[src/rtc_defs.svh]
// offsets, field positions and timing counts of the timer/alarm unit
// assumes a 10 MHz pclk and 32-bit APB data
//
// Overview of operation
// - with missing-clock enable set, flag fail if oscillator idles over 100 us
// - missing-clock timeout is offered as an output for irq, wake or reset
// - crystal amplitude detector readable as crystal valid, bit 4 of osc control
// - crystal valid is not trustworthy for 2 ms after oscillator power-up
// - 32-bit timer counts each oscillator cycle while run control is 1
// - timer wraps past maximum to zero and keeps counting
// - auto-reset clears timer one oscillator cycle after alarm match
// - writing alarm-flag bit sets auto-reset only, never the alarm flag
// - load and capture work while the timer runs
// - load strobe copies holding value into timer, then clears itself
// - capture strobe copies timer into holding value, then clears itself
// - alarm event raised only on exact equality of timer and match
// - alarm event is offered as an output for reset, wake or irq
// - clearing alarm enable clears the alarm event flag
// - re-enabling alarm with same match gives next alarm 2^32 cycles later
// - alarm event flag lasts at most one oscillator cycle
// - reading alarm-flag bit returns event flag, not auto-reset setting
// - oscillator fail flag set by hardware, stays until software clears
`ifndef RTC_DEFS_SVH
`define RTC_DEFS_SVH

`define RTC_CTRL_OFS     8'h00
`define RTC_OSC_OFS      8'h04
`define RTC_HOLD_OFS     8'h08
`define RTC_MATCH_OFS    8'h0c

`define CTL_MCD_BIT      6
`define CTL_FAIL_BIT     5
`define CTL_RUN_BIT      4
`define CTL_AEN_BIT      3
`define CTL_ALARM_FLAG_AUTORESET_BIT_BIT     2
`define CTL_LOAD_BIT     1
`define CTL_CAP_BIT      0
`define OSC_VALID_BIT    4

`define RTC_RESET_WORD   32'h0000_0000

`define CLK_PERIOD_NS    100
`define MISS_TIME_NS     100000
`define MISS_CYCLES      ((`MISS_TIME_NS + `CLK_PERIOD_NS - 1) / `CLK_PERIOD_NS)
`define BLANK_TIME_NS    2000000
`define BLANK_CYCLES     ((`BLANK_TIME_NS + `CLK_PERIOD_NS - 1) / `CLK_PERIOD_NS)

`endif

[src/rtc_pkg.sv]
// types shared by the timer/alarm unit and its oscillator monitor
// assumes rtc_defs.svh for all numeric constants
package rtc_pkg;

   typedef struct packed {
      logic        psel;
      logic        penable;
      logic        pwrite;
      logic [7:0]  paddr;
      logic [31:0] pwdata;
   } apb_req_t;

   typedef enum logic [2:0] {
      SEL_CTRL,
      SEL_OSC,
      SEL_HOLD,
      SEL_MATCH,
      SEL_NONE
   } reg_sel_t;

   typedef struct packed {
      logic        osc_s1;
      logic        osc_s2;
      logic        osc_prev;
      logic [10:0] idle_cnt;
      logic        fired;
      logic        tick;
      logic        timeout;
   } mon_state_t;

   typedef struct packed {
      logic [31:0] timer;
      logic [31:0] alarm_match;
      logic [31:0] hold;
      logic        mcd_en;
      logic        fail;
      logic        run;
      logic        aen;
      logic        autoreset;
      logic        load;
      logic        capture;
      logic        alarm;
      logic        xv_s1;
      logic        xv_s2;
      logic        on_s1;
      logic        on_s2;
      logic        on_prev;
      logic [15:0] blank_cnt;
      logic [31:0] rdata;
      logic        slverr;
   } rtc_state_t;

endpackage

[src/rtc_osc_monitor.sv]
// oscillator pin synchroniser, tick generator and missing-clock timer
// assumes osc_pin is asynchronous to pclk and much slower than it
`timescale 1ns/1ps
`include "rtc_defs.svh"
module rtc_osc_monitor (
   input  wire logic pclk,
   input  wire logic presetn,
   input  wire logic osc_pin,
   input  wire logic detect_en,
   output logic      osc_tick,
   output logic      timeout
);
   import rtc_pkg::*;

   localparam logic [10:0] MISS_LIMIT = 11'(`MISS_CYCLES);

   mon_state_t s;
   mon_state_t next_s;

   always_comb begin
      next_s = s;
      next_s.osc_s1 = osc_pin;
      next_s.osc_s2 = s.osc_s1;
      next_s.osc_prev = s.osc_s2;
      next_s.tick = s.osc_s2 & ~s.osc_prev;
      next_s.timeout = 1'b0;
      // any edge restarts the idle count and re-arms the one-shot
      if (s.osc_s2 != s.osc_prev || !detect_en) begin
         next_s.idle_cnt = 11'h000;
         next_s.fired = 1'b0;
      end else if (!s.fired) begin
         if (s.idle_cnt >= MISS_LIMIT) begin
            next_s.timeout = 1'b1;
            next_s.fired = 1'b1;
         end else begin
            next_s.idle_cnt = s.idle_cnt + 11'h001;
         end
      end
   end

   always_ff @(posedge pclk or negedge presetn) begin
      if (!presetn) begin
         s <= '0;
      end else begin
         s <= next_s;
      end
   end

   assign osc_tick = s.tick;
   assign timeout = s.timeout;

endmodule

[src/rtc_timer_alarm.sv]
// low-speed timer with load/capture holding word, equality alarm,
// missing-clock detector and crystal valid flag, behind an APB slave
// assumes the oscillator pins are asynchronous; one pclk domain only
`timescale 1ns/1ps
`include "rtc_defs.svh"
module rtc_timer_alarm #(
   parameter int BLANK_CYCLES = `BLANK_CYCLES
) (
   input  wire logic             pclk,
   input  wire logic             presetn,
   input  wire rtc_pkg::apb_req_t apb_req,
   output logic [31:0]           prdata,
   output logic                  pready,
   output logic                  pslverr,
   input  wire logic             osc_pin,
   input  wire logic             osc_enabled,
   input  wire logic             crystal_amp_ok,
   output logic                  alarm_event,
   output logic                  oscillator_fail_flag,
   output logic                  missing_clock_timeout
);
   import rtc_pkg::*;

   localparam logic [15:0] BLANK_LOAD = 16'(BLANK_CYCLES);

   ////////////////////////////////////////////////////////////////////
   // address decode

   function automatic reg_sel_t decode(input logic [7:0] addr);
      reg_sel_t sel;
      if (addr == `RTC_CTRL_OFS) begin
         sel = SEL_CTRL;
      end else if (addr == `RTC_OSC_OFS) begin
         sel = SEL_OSC;
      end else if (addr == `RTC_HOLD_OFS) begin
         sel = SEL_HOLD;
      end else if (addr == `RTC_MATCH_OFS) begin
         sel = SEL_MATCH;
      end else begin
         sel = SEL_NONE;
      end
      return sel;
   endfunction

   ////////////////////////////////////////////////////////////////////
   // oscillator monitor

   rtc_state_t s;
   rtc_state_t next_s;
   logic       osc_tick;
   logic       miss_pulse;

   rtc_osc_monitor u_mon (
      .pclk      (pclk),
      .presetn   (presetn),
      .osc_pin   (osc_pin),
      .detect_en (s.mcd_en),
      .osc_tick  (osc_tick),
      .timeout   (miss_pulse)
   );

   ////////////////////////////////////////////////////////////////////
   // next state

   logic        setup;
   logic        wr;
   reg_sel_t    sel;
   logic [31:0] t;
   logic [31:0] rd;
   logic        xv_shown;

   always_comb begin
      next_s = s;
      setup = apb_req.psel & ~apb_req.penable;
      wr = apb_req.psel & apb_req.penable & apb_req.pwrite;
      sel = decode(apb_req.paddr);
      t = s.timer;
      rd = 32'h0000_0000;

      // level synchronisers
      next_s.xv_s1 = crystal_amp_ok;
      next_s.xv_s2 = s.xv_s1;
      next_s.on_s1 = osc_enabled;
      next_s.on_s2 = s.on_s1;
      next_s.on_prev = s.on_s2;

      // blanking window after oscillator power-up
      if (s.on_s2 && !s.on_prev) begin
         next_s.blank_cnt = BLANK_LOAD;
      end else if (!s.on_s2) begin
         next_s.blank_cnt = BLANK_LOAD;
      end else if (s.blank_cnt != 16'h0000) begin
         next_s.blank_cnt = s.blank_cnt - 16'h0001;
      end
      xv_shown = s.xv_s2 & (s.blank_cnt == 16'h0000);

      // register writes
      if (wr) begin
         if (sel == SEL_CTRL) begin
            next_s.mcd_en = apb_req.pwdata[`CTL_MCD_BIT];
            next_s.run = apb_req.pwdata[`CTL_RUN_BIT];
            next_s.aen = apb_req.pwdata[`CTL_AEN_BIT];
            next_s.autoreset = apb_req.pwdata[`CTL_ALARM_FLAG_AUTORESET_BIT_BIT];
            if (!apb_req.pwdata[`CTL_AEN_BIT]) begin
               next_s.alarm = 1'b0;
            end
            if (!apb_req.pwdata[`CTL_FAIL_BIT]) begin
               next_s.fail = 1'b0;
            end
            if (apb_req.pwdata[`CTL_LOAD_BIT]) begin
               next_s.load = 1'b1;
            end
            if (apb_req.pwdata[`CTL_CAP_BIT]) begin
               next_s.capture = 1'b1;
            end
         end else if (sel == SEL_HOLD) begin
            next_s.hold = apb_req.pwdata;
         end else if (sel == SEL_MATCH) begin
            next_s.alarm_match = apb_req.pwdata;
         end
      end

      // hardware set of fail wins over a clearing write
      if (miss_pulse) begin
         next_s.fail = 1'b1;
      end

      // timer work happens only on oscillator ticks
      if (osc_tick) begin
         if (s.load) begin
            t = s.hold;
            next_s.load = 1'b0;
         end else if (s.alarm && s.autoreset) begin
            t = 32'h0000_0000;
         end else if (s.run) begin
            t = s.timer + 32'h0000_0001;
         end
         if (s.capture) begin
            next_s.hold = s.timer;
            next_s.capture = 1'b0;
         end
         next_s.timer = t;
         // flag raised on arrival at match, dropped at the next tick
         next_s.alarm = next_s.aen && (t == s.alarm_match)
                        && (t != s.timer);
      end

      // read data captured in the setup phase
      if (sel == SEL_CTRL) begin
         rd[`CTL_MCD_BIT] = s.mcd_en;
         rd[`CTL_FAIL_BIT] = s.fail;
         rd[`CTL_RUN_BIT] = s.run;
         rd[`CTL_AEN_BIT] = s.aen;
         rd[`CTL_ALARM_FLAG_AUTORESET_BIT_BIT] = s.alarm;
         rd[`CTL_LOAD_BIT] = s.load;
         rd[`CTL_CAP_BIT] = s.capture;
      end else if (sel == SEL_OSC) begin
         rd[`OSC_VALID_BIT] = xv_shown;
      end else if (sel == SEL_HOLD) begin
         rd = s.hold;
      end else if (sel == SEL_MATCH) begin
         rd = s.alarm_match;
      end
      if (setup) begin
         next_s.rdata = apb_req.pwrite ? 32'h0000_0000 : rd;
         next_s.slverr = (sel == SEL_NONE);
      end
   end

   ////////////////////////////////////////////////////////////////////
   // state register

   always_ff @(posedge pclk or negedge presetn) begin
      if (!presetn) begin
         s <= '0;
         s.blank_cnt <= 16'hffff;
      end else begin
         s <= next_s;
      end
   end

   ////////////////////////////////////////////////////////////////////
   // outputs

   assign pready = apb_req.psel & apb_req.penable;
   assign prdata = s.rdata;
   assign pslverr = apb_req.psel & apb_req.penable & s.slverr;
   assign alarm_event = s.alarm;
   assign oscillator_fail_flag = s.fail;
   assign missing_clock_timeout = miss_pulse;

endmodule

[config.mk]
export PLATFORM = sky130hd
export DESIGN_NAME = rtc_timer_alarm
export DESIGN_NICKNAME = d
export VERILOG_FILES = /design/src/rtc_pkg.sv /design/src/rtc_osc_monitor.sv /design/src/rtc_timer_alarm.sv
export VERILOG_INCLUDE_DIRS = /design/src /design/src/src
export SDC_FILE = /design/constraint.sdc
export NUM_CORES = 1
export LEC_CHECK = 0
export ABC_AREA = 1
export BUFFER_PORTS_ARGS = -buffer_cell sky130_fd_sc_hd__buf_4
export CORE_ASPECT_RATIO = 1.25
export CORE_MARGIN = 4
export CORE_UTILIZATION = 55
export CTS_CLUSTER_DIAMETER = 50
export DETAILED_ROUTE_END_ITERATION = 10
export GPL_ROUTABILITY_DRIVEN = 0
export PLACE_DENSITY = 0.83
export RECOVER_POWER = 100
export SYNTH_ARGS = -nofsm -noshare
export SYNTH_HDL_FRONTEND = slang
export SYNTH_SLANG_ARGS = --single-unit
export TNS_END_PERCENT = 1
[constraint.sdc]
create_clock -name pclk -period 3 [get_ports pclk]
set_clock_uncertainty 0.05 [all_clocks]
set_input_delay 0.3 -clock pclk [delete_from_list [all_inputs] [get_ports pclk]]
set_output_delay 0.3 -clock pclk [all_outputs]
set_load 0.01 [all_outputs]
==> results.txt <==
The run finished, with violations left. The checks that failed: max-capacitance violations, max-slew violations. The static leakage is 5.661 nW. The placed instances occupy a cell area of 0.01103 mm2.

The initial cell density of the core came out at 55.69%. In the final layout, flip-flops and latches occupy about 0.0044 mm2. During I/O placement, the number of pins put on the boundary was 85. The row count is between 50 and 60. The placed wire-length estimate came out at 21,350 um.

The pin count of the biggest net entering global routing is 80. The global routing usage summed across all routing layers came out at roughly 28%. The TritonCTS sink count is 175. Setup slack on the worst reg-to-reg path comes out at 0.34 ns. For this run, the detailed router's first-pass iteration total came to 7. The register area share after synthesis is between 40% and 50%. The number of buffers added on ports came out at 84.

The biggest area consumer among synthesized cells is dfrtp_1. The number of flops mapped to enable cells by yosys is 0. The post-route fraction of the period consumed by the critical path came out at 88.67%. For met3 alone, demand over resource in global routing was 5.607%. The clock latency on the worst-skew pair is 0.43 ns. The met2 layer usage reported by global route is a little under half. The count of final hold-check violations came out at 0.

The number of DRC markers in iteration 0 is 1,216. The largest stage delay on the critical path is between 0.6 and 0.7 ns. The number of maximum-capacitance violations came out at 1. Leaving out fill and tap cells, the most frequent cell in the layout is nand2_1. The fmax is approximately 380 MHz. The element type at the critical path start is a flop.

The switching power share of the total is approximately a quarter. Dividing the detail-routed via count by the number of cells gives 5.809. In the layout the commonest cells are nand2_1, o21ai_0, inv_1. The total net switching power came out at 1.397 mW. The master of the slowest instance on the critical path is nor4_1. The maximum level of the CTS H-tree came out at 4. The final wirelength is between 20,000 and 30,000 um. The maximum fanout encountered on the critical timing path came out at 5. The slew at the pin closest to its max-slew limit is about 2 ns. The die is 131.1 um wide. The worst setup path is captured at a flop. The number of buffers created by CTS is 17.

For this run, design rule violations remaining after detail routing come to 0. Ranked by total cell area, the synthesized netlist is headed by dfrtp_1, nand2_1, o21ai_0, inv_1, nand3_1. The area share of the leading cell type in the synthesized netlist came out at a little under two fifths. The dominant register cell in the synthesized netlist is dfrtp_1. Summing all multi-input logic gate instances after layout gives 0.004775 mm2.

The signal on the critical path passes through inv_1, ha_1, nor3b_2, nand2_1, nor4_1, nand2_1, nand2_1, nor2_1, nand2_1, inv_1, nand2_1, o21ai_0, nand2_1, nor2_1. The cell chosen for the clock root is clkbuf_16. Per report_power, the clock group accounts for 43.8% of the total. The clock-pin slew reported for the worst setup and hold paths after clock tree synthesis came out at 0.07 ns. The number of distinct library cells after synthesis is 42. VDD sags by at most 0.0003588 V.

Dividing the detail-routed wire length by the instance count gives 16.79 um. The post-synthesis to final-layout area growth is 9.871%. The final number of setup-violating endpoints came out at 0. The buffer and inverter count on the worst path is 2.

The post-synthesis cell area came out at approximately 0.010 mm2. The routed layout has 10,130 vias. The final critical path time including I/O delays and setup came out at roughly 2.7 ns. The internal power of the cells totals between 3 and 4 mW.

The vertical die dimension came out at ~160 um. The power density over the cells came out at approximately 470 mW/mm2. The number of antenna violations at the first check in global routing is 0. The relative contribution of combinational cells to total power came out at 8.9%. The number of instances in the synthesized netlist came out at ~1,500. The global route total overflow came out at 0.

Setup repair after global routing left no endpoint under its margin. The total nets after synthesis is about 1,500. The final-layout setup total negative slack came out at 0 ns. The clock passes through at most 2 buffers. The count of nets after finishing came out at 1,552. The met1 routing resource usage after global routing came out at 34.97%. The via count of the first global-routing pass is 9,590. Among the stages of the critical path, the cell type that occurs most often is nand2_1. The post-route standard cell area excluding fillers came out at 0.01145 mm2.

The async set-reset flop share out of synthesis is 100.0%. The synthesized area per cell is 7.156 um2. The flip-flop and latch count after synthesis is 175. The number of filler instances in the final layout came out at ~1,700.

The die covers 0.02122 mm2. Grouping stages by cell kind, the critical path spends the most delay in simple AND/OR/NAND/NOR gates. The path category of the worst min-delay check is in2reg. The area inside the core boundary came out at 0.01871 mm2. The final number of max-transition violations was 80. Data on the critical path arrives at its endpoint at between 2 and 3 ns. TritonCTS built the clock tree. The sequential power share is 47.3%.

The number of antenna-violating nets in the routed design came out at 0. The headroom to the max-slew limit is -35.75%. The share of post-route cells with drive strength above 1 came out at 8.598%. Yosys printed 0 warnings.

The layer flagged by global routing as most heavily used is met2. The global-route wire length before repair came out at 47,870 um. The required time at the endpoint of the critical path came out at 3.31 ns. The setup path with the least slack is of type reg2reg. The repair_antennas step left the layout with diodes totalling 0.
## final cells by class
type	instances	share of cell area [%]
flip-flops and latches	175	38.44
inverters	189	6.197
multi-input cells	1007	41.71
clock buffers	18	3.836
clock inverters	14	1.530
repair buffers	109	5.749
well taps	232	2.536
## state kept, by name (all words and copies together), names as in the netlist
| register | cells |
|---|---|
| u_mon.osc_tick | 1 |
| alarm_event | 1 |
| s | 121 |
| next_s | 3 |
| prdata | 32 |
| u_mon.next_s | 2 |
| oscillator_fail_flag | 1 |
| u_mon.timeout | 1 |
| u_mon.s | 13 |
## stage by stage
stage	instances	power, mW	util (%)	hold slack (ns)	worst slack [ns]
final	1744	5.369	61.19	0.09541	0.3400
after global routing	1744	5.570	61.19	0.1062	0.1676
after CTS	1744	5.394	62.45	0.09035	0.4619
after detailed placement	1708	3.058	58.95	0.2879	0.4977
after global placement	1708	3.038	58.95	0.2825	0.5458
after floorplan	1456	2.842	-	-0.04559	1.004
## path summary, 6_finish.rpt
check | from | to | cells after the start
max | s[33]$_DFFE_PN1P_ | s[48]$_DFFE_PN1P_ | 14
min | apb_req[5] | oscillator_fail_flag$_DFFE_PN0P_ | 3
max reg2reg | s[33]$_DFFE_PN1P_ | s[48]$_DFFE_PN1P_ | 14
min reg2reg | next_s[52]$_DFF_PN0_ | s[52]$_DFF_PN0_ | 0
max in group asynchronous | presetn | s[35]$_DFFE_PN1P_ | 3
min in group asynchronous | presetn | s[98]$_DFFE_PN0P_ | 2
## cells in the mapped netlist (2+ instances only)
| cell | number |
|---|---|
| o21ai_0 | 188 |
| buf_2 | 13 |
| inv_1 | 186 |
| inv_2 | 3 |
| dfrtp_1 | 159 |
| nor2_2 | 2 |
| ha_1 | 5 |
| nand3_1 | 122 |
| nand3_2 | 4 |
| clkbuf_1 | 35 |
| a211oi_1 | 5 |
| o21ai_1 | 3 |
| nand2_1 | 422 |
| a21oi_1 | 24 |
| nand3b_1 | 9 |
| nor2_1 | 101 |
| nor4_1 | 2 |
| nor2_4 | 9 |
| and2_1 | 2 |
| buf_4 | 34 |
| o211ai_1 | 35 |
| dfstp_2 | 16 |
| o221ai_1 | 26 |
| nand4_1 | 14 |
| nand2_2 | 6 |
| xor2_1 | 5 |
| nor3_1 | 11 |
## repair_timing
action,CTS,global route
hold endpoints to repair,77,0
hold buffers,4,0
endpoints found under the setup margin,0,0
setup buffers,0,0
resized for setup,0,0
## worst min-delay path: cells and delay by family
family                 cells  cell delay, ns
AND/OR/NAND/NOR            1            0.07
AO/OA/AOI/OAI              1            0.10
buffers and inverters      1            0.09
## power by group through the flow
stage | Sequential, mW | Combinational [mW] | Clock [mW]
after floorplan | 2.55 | 0.292 | 0
after detailed placement | 2.58 | 0.479 | 0
after CTS | 2.54 | 0.487 | 2.37
final | 2.54 | 0.479 | 2.35
after global placement | 2.57 | 0.464 | 0
after global routing | 2.55 | 0.549 | 2.47
## layer usage
| metal | routed length [um] | share of wire [%] | vias to the layer above |
|---|---|---|---|
| li1 | - | - | 4826 |
| met3 | 2472 | 8.4 | 109 |
| met5 | 0 | 0 | - |
| met2 | 14100 | 48 | 489 |
| met1 | 11460 | 39 | 4707 |
| met4 | 1249 | 4.3 | 0 |
## cell families after synthesis
| kind of cell | Yosys count | synth area share [%] |
|---|---|---|
| AND/OR/NAND/NOR | 707 | 29.15 |
| flip-flops | 175 | 42.22 |
| buffers and inverters | 274 | 11.43 |
| XOR/XNOR | 5 | 0.4203 |
| adder cells (fa/ha/maj) | 5 | 0.6005 |
| AO/OA/AOI/OAI | 290 | 16.18 |
No activity file was read; power rests on OpenSTA's default activity.
